[config.mk]
export PLATFORM = sky130hd
export DESIGN_NAME = accumulator_transfer_decode
export DESIGN_NICKNAME = d
export VERILOG_FILES = /design/src/logic/xfer_pkg.sv /design/src/logic/accumulator_transfer_decode.sv
export SDC_FILE = /design/constraint.sdc
export NUM_CORES = 1
export LEC_CHECK = 0
export BUFFER_PORTS_ARGS = -buffer_cell sky130_fd_sc_hd__clkbuf_2
export CAP_MARGIN = 5
export CORE_ASPECT_RATIO = 1.2
export CORE_MARGIN = 5
export CORE_UTILIZATION = 41
export DETAILED_ROUTE_END_ITERATION = 8
export GPL_TIMING_DRIVEN = 0
export HOLD_SLACK_MARGIN = 0.03
export PLACE_DENSITY = 0.69
export SLEW_MARGIN = 20
export SYNTH_ARGS = -nofsm -noshare
export SYNTH_HDL_FRONTEND = slang
export SYNTH_SLANG_ARGS = --single-unit
[constraint.sdc]
create_clock -name mclk -period 1.7 [get_ports mclk]
set_input_delay 0.51 -clock mclk [delete_from_list [all_inputs] [get_ports mclk]]
set_output_delay 0.51 -clock mclk [all_outputs]
set_load 0.02 [all_outputs]
[src/logic/xfer_pkg.sv]
// Constants shared by the accumulator transfer decoder.
package xfer_pkg;
    // ----------------------------------------
    // Instruction encodings
    // ----------------------------------------
    localparam logic [9:0] OP_LOAD_DISPLAY_TIMER = 10'h20D;
    localparam logic [9:0] OP_LOAD_CLOCK_CTRL = 10'h216;
    localparam logic [9:0] OP_LOAD_TIMER_CTRL_BIT = 10'h02_AA;
    // Upper six opcode bits of the store-and-flip word; the low four bits carry j.
    localparam logic [5:0] OP_STORE_FLIP_HI = 6'h2_B;
    localparam int STORE_FLIP_J_LSB = 0;
    // ----------------------------------------
    // Register map, byte addresses
    // ----------------------------------------
    localparam logic [3:0] OFS_STATUS = 4'h0;
    localparam logic [3:0] OFS_CTRL = 4'h4;
    localparam logic [3:0] OFS_COUNT = 4'h8;
    localparam int CTRL_ENABLE_BIT = 0;
    localparam int ST_FILE_LSB = 0;
    localparam int ST_CLOCK_LSB = 4;
    localparam int ST_TIMER_BIT = 8;
    localparam int ST_DISPLAY_LSB = 12;
    localparam int ST_RELOAD_LSB = 16;
    // ----------------------------------------
    // Reset values
    // ----------------------------------------
    localparam logic [3:0] RST_NIBBLE = 4'h0;
    localparam logic RST_ENABLE = 1'b1;
endpackage : xfer_pkg

[src/logic/accumulator_transfer_decode.sv]
// Decoder and executor for four accumulator transfer instructions.
`timescale 1ns/10ps
`default_nettype none
module accumulator_transfer_decode #(
    parameter int DP_W = 4
) (
    // Clock and reset
    input wire logic mclk,
    input wire logic rst_n,
    // Instruction from fetch stage
    input wire logic instr_valid,
    input wire logic [9:0] instr,
    input wire logic [3:0] acc,
    input wire logic [DP_W-1:0] data_pointer,
    // RAM write port
    output logic ram_we,
    output logic [DP_W+3:0] ram_addr,
    output logic [3:0] ram_wdata,
    // Core registers
    output logic [3:0] file_reg,
    output logic [3:0] display_timer,
    output logic [3:0] display_timer_reload,
    output logic [3:0] clock_control_reg,
    output logic timer_ctrl_bit,
    // Core flag effects
    output logic done,
    output logic carry_we,
    output logic skip_next,
    // Avalon-MM slave
    input wire logic [3:0] avs_address,
    input wire logic avs_read,
    input wire logic avs_write,
    input wire logic [31:0] avs_writedata,
    output logic [31:0] avs_readdata,
    output logic avs_waitrequest
);
    import xfer_pkg::*;

    // ----------------------------------------
    // Decode
    // ----------------------------------------
    logic enable_r;
    logic go;
    logic dec_display;
    logic dec_store;
    logic dec_clock;
    logic dec_tbit;
    logic [3:0] imm_j;
    logic [15:0] count_r;

    assign go = instr_valid && enable_r;
    assign dec_display = go && (instr == OP_LOAD_DISPLAY_TIMER);
    assign dec_clock = go && (instr == OP_LOAD_CLOCK_CTRL);
    assign dec_tbit = go && (instr == OP_LOAD_TIMER_CTRL_BIT);
    assign dec_store = go && (instr[9:4] == OP_STORE_FLIP_HI);
    assign imm_j = instr[STORE_FLIP_J_LSB +: 4];

    // ----------------------------------------
    // Timer and clock registers
    // ----------------------------------------
    always_ff @(posedge mclk or negedge rst_n) begin
        if (!rst_n) begin
            display_timer <= RST_NIBBLE;
            display_timer_reload <= RST_NIBBLE;
        end else if (dec_display) begin
            display_timer <= acc;
            display_timer_reload <= acc;
        end
    end

    always_ff @(posedge mclk or negedge rst_n) begin
        if (!rst_n) begin
            clock_control_reg <= RST_NIBBLE;
        end else if (dec_clock) begin
            clock_control_reg <= acc;
        end
    end

    always_ff @(posedge mclk or negedge rst_n) begin
        if (!rst_n) begin
            timer_ctrl_bit <= 1'b0;
        end else if (dec_tbit) begin
            timer_ctrl_bit <= acc[0];
        end
    end

    // ----------------------------------------
    // Store and flip
    // ----------------------------------------
    // The RAM address is built from the file register before the flip, so the
    // write lands in the current file and the new file applies from the next word.
    always_ff @(posedge mclk or negedge rst_n) begin
        if (!rst_n) begin
            ram_we <= 1'b0;
            ram_addr <= '0;
            ram_wdata <= RST_NIBBLE;
        end else begin
            ram_we <= dec_store;
            if (dec_store) begin
                ram_addr <= {file_reg, data_pointer};
                ram_wdata <= acc;
            end
        end
    end

    always_ff @(posedge mclk or negedge rst_n) begin
        if (!rst_n) begin
            file_reg <= RST_NIBBLE;
        end else if (dec_store) begin
            file_reg <= file_reg ^ imm_j;
        end
    end

    // ----------------------------------------
    // Completion and flags
    // ----------------------------------------
    always_ff @(posedge mclk or negedge rst_n) begin
        if (!rst_n) begin
            done <= 1'b0;
            carry_we <= 1'b0;
            skip_next <= 1'b0;
            count_r <= '0;
        end else begin
            done <= dec_display || dec_store || dec_clock || dec_tbit;
            carry_we <= 1'b0;
            skip_next <= 1'b0;
            if (dec_display || dec_store || dec_clock || dec_tbit) begin
                count_r <= count_r + 16'h0001;
            end
        end
    end

    // ----------------------------------------
    // Register bus
    // ----------------------------------------
    // One wait state per access keeps read data registered at a small latency cost.
    logic req;
    logic [31:0] status_word;

    assign req = avs_read || avs_write;

    always_comb begin
        status_word = '0;
        status_word[ST_FILE_LSB +: 4] = file_reg;
        status_word[ST_CLOCK_LSB +: 4] = clock_control_reg;
        status_word[ST_TIMER_BIT] = timer_ctrl_bit;
        status_word[ST_DISPLAY_LSB +: 4] = display_timer;
        status_word[ST_RELOAD_LSB +: 4] = display_timer_reload;
    end

    always_ff @(posedge mclk or negedge rst_n) begin
        if (!rst_n) begin
            avs_waitrequest <= 1'b1;
            avs_readdata <= '0;
        end else if (req && avs_waitrequest) begin
            avs_waitrequest <= 1'b0;
            case (avs_address)
                OFS_STATUS: avs_readdata <= status_word;
                OFS_CTRL: avs_readdata <= {31'h0000_0000, enable_r};
                OFS_COUNT: avs_readdata <= {16'h0000, count_r};
                default: avs_readdata <= '0;
            endcase
        end else begin
            avs_waitrequest <= 1'b1;
        end
    end

    always_ff @(posedge mclk or negedge rst_n) begin
        if (!rst_n) begin
            enable_r <= RST_ENABLE;
        end else if (avs_write && !avs_waitrequest && avs_address == OFS_CTRL) begin
            enable_r <= avs_writedata[CTRL_ENABLE_BIT];
        end
    end

    // ----------------------------------------
    // Checks
    // ----------------------------------------
    a_display_pair_load: assert property (
        @(posedge mclk) disable iff (!rst_n)
        dec_display |=> (display_timer == $past(acc)) && (display_timer_reload == $past(acc)))
        else $error("Display timer pair not loaded from accumulator.");

    a_ram_store_data: assert property (
        @(posedge mclk) disable iff (!rst_n)
        dec_store |=> ram_we && ram_wdata == $past(acc)
            && ram_addr == {$past(file_reg), $past(data_pointer)})
        else $error("Store did not write accumulator at the data pointer.");

    a_file_flip_xor: assert property (
        @(posedge mclk) disable iff (!rst_n)
        dec_store |=> file_reg == ($past(file_reg) ^ $past(imm_j)))
        else $error("File register not flipped by the immediate.");

    a_file_held_else: assert property (
        @(posedge mclk) disable iff (!rst_n)
        !dec_store |=> $stable(file_reg))
        else $error("File register changed without a store.");

    a_clock_ctrl_load: assert property (
        @(posedge mclk) disable iff (!rst_n)
        dec_clock |=> clock_control_reg == $past(acc))
        else $error("Clock control not loaded from accumulator.");

    a_timer_bit_only: assert property (
        @(posedge mclk) disable iff (!rst_n)
        dec_tbit |=> timer_ctrl_bit == $past(acc[0]) && $stable(clock_control_reg))
        else $error("Timer control bit load wrong.");

    a_one_cycle_done: assert property (
        @(posedge mclk) disable iff (!rst_n)
        (dec_display || dec_store || dec_clock || dec_tbit) |=> done
            ##1 (!done || $past(dec_display || dec_store || dec_clock || dec_tbit)))
        else $error("Instruction did not complete in one cycle.");

    a_no_flag_effect: assert property (
        @(posedge mclk) disable iff (!rst_n)
        done |-> !carry_we && !skip_next)
        else $error("Transfer touched carry or skip.");

    a_bus_one_wait: assert property (
        @(posedge mclk) disable iff (!rst_n)
        (req && avs_waitrequest) |=> !avs_waitrequest)
        else $error("Bus answer not given after one wait state.");
endmodule : accumulator_transfer_decode
`default_nettype wire

* Yosys cells after proc, flatten, opt, wreduce, memory -nomap -nowiden
Index checks and enable logic that the tools add are counted.
** Word-level totals
- Input bits :: 59
- Output and inout bits :: 66
- Flip-flop bits (word level) :: 77
- Logic and storage cells :: 36
** Cells by class
- Bitwise gates (word level) :: 1
- Add/subtract/negate cells :: 1
- Eq/ne operators :: 6
- Reductions and logical operators :: 14
- Mux-type cells :: 2
** Operators with widths (number)
- $pmux W20 S3 :: 1
- $eq A10 B10 Y1 const B :: 3
- $add A16 B1 Y16 const B :: 1
- $logic_and A1 B1 Y1 :: 8
- $eq A6 B6 Y1 const B :: 1
- $eq A4 B3 Y1 const B :: 1
- $eq A4 B4 Y1 const B :: 1
- $logic_not A4 Y1 :: 1
- $logic_or A1 B1 Y1 :: 4
- $xor A4 B4 Y4 :: 1
- $logic_not A1 Y1 :: 1
- $mux W1 :: 1

* Depth between registers and ports, before layout
- Depth in word-level cells :: 5
- Depth in mapped cells :: 6
- Mapped depth without buffers :: 4

* Least setup slack after synthesis
Ideal clock, no wire load.
- Kind :: input -> register
- Start point :: input instr[8]
- End point :: register ram_addr[2]
- Buffers on the path :: 2
- Arrival time :: 1.703 ns
- Data required time :: 1.575 ns
- Setup time :: 0.125 ns
- Slack :: -0.128 ns
- Cell stages on the path :: 5
- Cells stage by stage :: and4bb_2 > and3_1 > buf_2 > buf_4 > mux2_2
** Between the ends
- Word-level cells in the longest chain between the ends :: 2
** Ends and longest elaborated chain
- start: declaration :: RTL line accumulator_transfer_decode.sv:12 : input wire logic [9:0] instr,
- $eq A6 B6 Y1 :: RTL line accumulator_transfer_decode.sv:55 : assign dec_store = go && (instr[9:4] == OP_STORE_FLIP_HI);
- $logic_and A1 B1 Y1 :: RTL line accumulator_transfer_decode.sv:55
- named net dec_store :: RTL line accumulator_transfer_decode.sv:45 : logic dec_store;
- end signal: assignment :: RTL line accumulator_transfer_decode.sv:100 : ram_addr <= {file_reg, data_pointer};
- end: declaration :: RTL line accumulator_transfer_decode.sv:17 : output logic [DP_W+3:0] ram_addr,
The timed path passes the listed nets, and every way through them passes these cells.
A chain may end at the register's enable or synchronous reset.

* Worst setup path after layout
- Start point :: input instr[2]
- End point :: register count_r[12]
** Between the ends
- Word-level cells in the longest chain between the ends :: 5
- Elaborated cells on any way between the ends :: 9
- Classes of those cells :: 3 x eq/ne; 6 x reduce/logical
** Ends and longest elaborated chain
- $eq A10 B10 Y1 :: RTL line accumulator_transfer_decode.sv:52 : assign dec_display = go && (instr == OP_LOAD_DISPLAY_TIMER);
- $logic_and A1 B1 Y1 :: RTL line accumulator_transfer_decode.sv:52
- $logic_or A1 B1 Y1 (2 in a row) :: RTL line accumulator_transfer_decode.sv:127 : if (dec_display || dec_store || dec_clock || dec_tbit) begin
- $logic_or A1 B1 Y1 * :: RTL line accumulator_transfer_decode.sv:127
- end signal: assignment :: RTL line accumulator_transfer_decode.sv:128 : count_r <= count_r + 16'h0001;
- end: declaration :: RTL line accumulator_transfer_decode.sv:49 : logic [15:0] count_r;
Every way passes the cells marked *; elsewhere a longest branch is shown, timed or not.

==> flow_summary.toml <==
[status]
run_status = "complete, no violations"

[clocking]
cts-root-to-sink-buffers = 2
clock-root-buffer = "sky130_fd_sc_hd__clkbuf_8"
cts_tree = "yes"
cts-buffers-inserted = 9
worst_setup_hold_path_clk_slew_ns = 0.07
worstSkewPairLatency_ns = 0.34
number_of_buffers_added_to_fix_hold_violations_after_cts = 0
clkSinkCount = 65
ctsHtreeMaxLevel = 3

[routing]
routed_wl_um = 7369
detailedRoute.firstPassIterationCount = 4
routed-via-count = 2362
drc = 0
post_drt_wl_per_cell_um = 16.23
drt_first_iter_violations = 121
route.antenna.remaining_nets = 0
routed_via_density = 5.203

[timing]
fin_crit_sh = 0.9583
max_freq_mhz = 613.8
totalNegativeSetupSlack_ns = 0
clock_skew_ns = 0.006319
worst_pin_slew_ns = 0.5036
finalWorstSetupSlack_ns = 0.07084
min_period_ns = 1.629
report.final.slew_viol_count = 0
whs_ns = 0.07792
finalHoldViolations = 0
timing.slew.headroom = 0.6612
setup_viol = 0
grt_setup_unrepaired = "true"

[global_route]
grt_first_pass_wirelength_um = 11760
grt_start_max_net_pins = 48
grt_antenna_before_repair = 0
gr-total-overflow = 0
grt_pass1_vias = 2388
grt_util_all_layers = 0.1612

[logic_synthesis]
synth_warnings = 0
ys.flop_type = "sky130_fd_sc_hd__dfrtp_1"
post_synth_main_area_contributors = "sky130_fd_sc_hd__dfrtp_1 (51%), sky130_fd_sc_hd__mux2_2 (8.0%), sky130_fd_sc_hd__buf_4 (4.6%)"
ys_async_sr_fraction = 1.000
postSynthCellCount = 254
synth.top_cell.area_share = 0.5075
netlist-cell-type-count = 53
synth_edf_count = 0
synth_top_area_cell = "sky130_fd_sc_hd__dfrtp_1"
avgSynthCellArea_sq_um = 12.23
synth.cell_area_sq_mm = 0.003107
synth-seq-area-share = 0.5244
yosys_register_bits = 65

[setup_path]
slowest_stage = "sky130_fd_sc_hd__nor3b_1"
worst-setup-path-type = "primary input to flip-flop"
crit_path_max_fanout = 10
critPathLaunchType = "primary input"
critical_path.max_stage_delay_ns = 0.41
critPathTopFamily = "compound AO/OA/AOI/OAI gates"
endpoint_kind = "flip-flop"
endpoint_required_time_on_the_critical_path_ns = 1.92
reg2reg_setup_slack_ns = 0.08
worst-endpoint-arrival_ns = 1.85
crit_chain = "clkbuf_2 > nor3b_1 > a22oi_4 > buf_6 > a211o_1 > xnor2_1"
worst_path_buffer_plus_inverter_count = 2

[die]
die_width_um = 89.47
die_area_sq_mm = 0.009426
floorplan.die.height_um = 105.4
pin_count = 125
core_region_area_sq_mm = 0.007317
floorplan.rows = 34
start_util = 0.4246

[finish]
registers.top_by_ff_count = "avs_readdata"
layout.nets = 419
reg.largest.list = "avs_readdata x20, count_r x16, ram_addr x8"
filler_cell_count = 652
antenna_cells = 0
layout-drive-gt1-share = 0.4753
largest_register_ffs = 20
syn2layout_area_growth_pct = 29.12

[pwr]
total_power_mw = 3.347
power_leakage_nw = 2.061
vdd_ir_drop_max_uv = 450.3
power.density_mw_per_mm2 = 834.4

[run]
cap_viol_max_count = 0

[placement]
place.port_buffers = 79
hpwlAfterDp_um = 5432
pre_cts_ws_ns = -0.3478
globalplace.congestion = 0.7701

[min_path]
hold_class = "primary input to asynchronous set/reset pin"
-- logic make-up (layout without fill, tap and decap cells) --
logic type | count (synthesis) | after routing | share of synthesized area
and+or+nand+nor | 63 | 63 | 0.1212
adders and majority gates | 1 | 1 | 0.004027
other | 1 | 14 | 0.001207
AOI/OAI and AO/OA | 52 | 52 | 0.1418
DFF | 65 | 65 | 0.5244
xor gates and xnor gates | 19 | 19 | 0.05356
buffers and inverters | 29 | 126 | 0.06725
muxes | 24 | 24 | 0.08659
-- cells in the final DEF (no fill, tap or decap), types with 2 or more instances in the layout --
cell	count
sky130_fd_sc_hd__clkbuf_8	14
sky130_fd_sc_hd__xnor2_1	5
sky130_fd_sc_hd__dfstp_2	2
sky130_fd_sc_hd__a22o_1	3
sky130_fd_sc_hd__a21oi_1	2
sky130_fd_sc_hd__xor2_1	14
sky130_fd_sc_hd__buf_2	2
sky130_fd_sc_hd__dfrtp_1	63
sky130_fd_sc_hd__nand2_1	30
sky130_fd_sc_hd__a21boi_0	4
sky130_fd_sc_hd__buf_4	19
sky130_fd_sc_hd__mux2_4	6
sky130_fd_sc_hd__clkbuf_2	78
sky130_fd_sc_hd__a2111oi_2	3
sky130_fd_sc_hd__conb_1	14
sky130_fd_sc_hd__nand4_1	3
sky130_fd_sc_hd__mux2_2	16
sky130_fd_sc_hd__o21ai_1	7
sky130_fd_sc_hd__a22oi_1	8
sky130_fd_sc_hd__clkbuf_1	3
sky130_fd_sc_hd__buf_6	3
sky130_fd_sc_hd__and3_2	2
sky130_fd_sc_hd__nand3_1	7
sky130_fd_sc_hd__o21ai_0	9
sky130_fd_sc_hd__a211oi_2	7
-- synthesized netlist by cell type, types with 3 or more instances --
cell type and count:
sky130_fd_sc_hd__a2111oi_2 4, sky130_fd_sc_hd__a211oi_2 7, sky130_fd_sc_hd__a21boi_0 4, sky130_fd_sc_hd__a22o_1 3
sky130_fd_sc_hd__a22oi_1 8, sky130_fd_sc_hd__buf_2 3, sky130_fd_sc_hd__buf_4 19, sky130_fd_sc_hd__clkbuf_1 3
sky130_fd_sc_hd__dfrtp_1 63, sky130_fd_sc_hd__mux2_2 22, sky130_fd_sc_hd__nand2_1 30, sky130_fd_sc_hd__nand3_1 7
sky130_fd_sc_hd__nand4_1 3, sky130_fd_sc_hd__o21ai_0 9, sky130_fd_sc_hd__o21ai_1 8, sky130_fd_sc_hd__xnor2_1 5
sky130_fd_sc_hd__xor2_1 14
-- worst register-to-register path: stages (launching register included) --
cell	delay (ns)
sky130_fd_sc_hd__dfrtp_1	0.46
sky130_fd_sc_hd__and4_2	0.30
sky130_fd_sc_hd__nand4_4	0.23
sky130_fd_sc_hd__a2111oi_4	0.39
sky130_fd_sc_hd__xor2_1	0.18
-- timing repair --
item | 4_1_cts | 5_1_grt
gates resized for setup | 1 | 2
endpoints found under the setup margin | 2 | 15
setup buffers | 0 | 1
endpoints found under the hold margin | 0 | 0
-- routing by layer --
| layer | wire [um] | part of all wire | up-vias | global-route usage |
|---|---|---|---|---|
| li1 | - | - | 1104 | - |
| met1 | 3065 | 0.42 | 1164 | 0.2017 |
| met2 | 3571 | 0.48 | 85 | 0.2534 |
| met3 | 609 | 0.083 | 9 | 0.05777 |
| met4 | 124 | 0.017 | 0 | 0.05957 |
| met5 | 0 | 0 | - | 0 |
-- worst paths after layout --
check / cells past startpoint / end / from
worst min-delay path: 1 / done$_DFF_PN0_ / rst_n
worst max register to register: 4 / count_r[15]$_DFFE_PN0P_ / count_r[2]$_DFFE_PN0P_
min in group mclk: 2 / ram_addr[1]$_DFFE_PN0P_ / data_pointer[1]
worst min register to register: 2 / avs_readdata[17]$_DFFE_PN0P_ / avs_readdata[17]$_DFFE_PN0P_
worst max-delay path: 6 / count_r[12]$_DFFE_PN0P_ / instr[2]
max in group asynchronous: 2 / avs_readdata[2]$_DFFE_PN0P_ / rst_n
-- power by group --
part	internal, mW	switching, mW	total, mW
clock network	0.840	0.589	1.43
logic	0.117	0.202	0.319
registers	1.58	0.0220	1.60
total	2.53	0.813	3.35
-- through the flow --
stage,cell area (sq um),std cells,util
floorplan,3218,267,-
global placement,3726,436,0.5092
detailed placement,3756,437,0.5133
CTS,3985,453,0.5446
global route,4011,454,0.5482
finish,4011,454,0.5482
-- layout make-up --
| class | count | area [sq um] | area share |
|---|---|---|---|
| inverters | 1 | 3.754 | 0.0009357 |
| clock inverters | 3 | 46.29 | 0.01154 |
| clock buffers | 13 | 178.9 | 0.04460 |
| multi-input cells | 173 | 1389 | 0.3462 |
| repair buffers | 81 | 432.9 | 0.1079 |
| plain buffers | 28 | 219.0 | 0.05459 |
| flip-flops and latches | 65 | 1629 | 0.4061 |
| well taps | 90 | 112.6 | 0.02807 |
No activity file was read; power rests on OpenSTA's default activity.
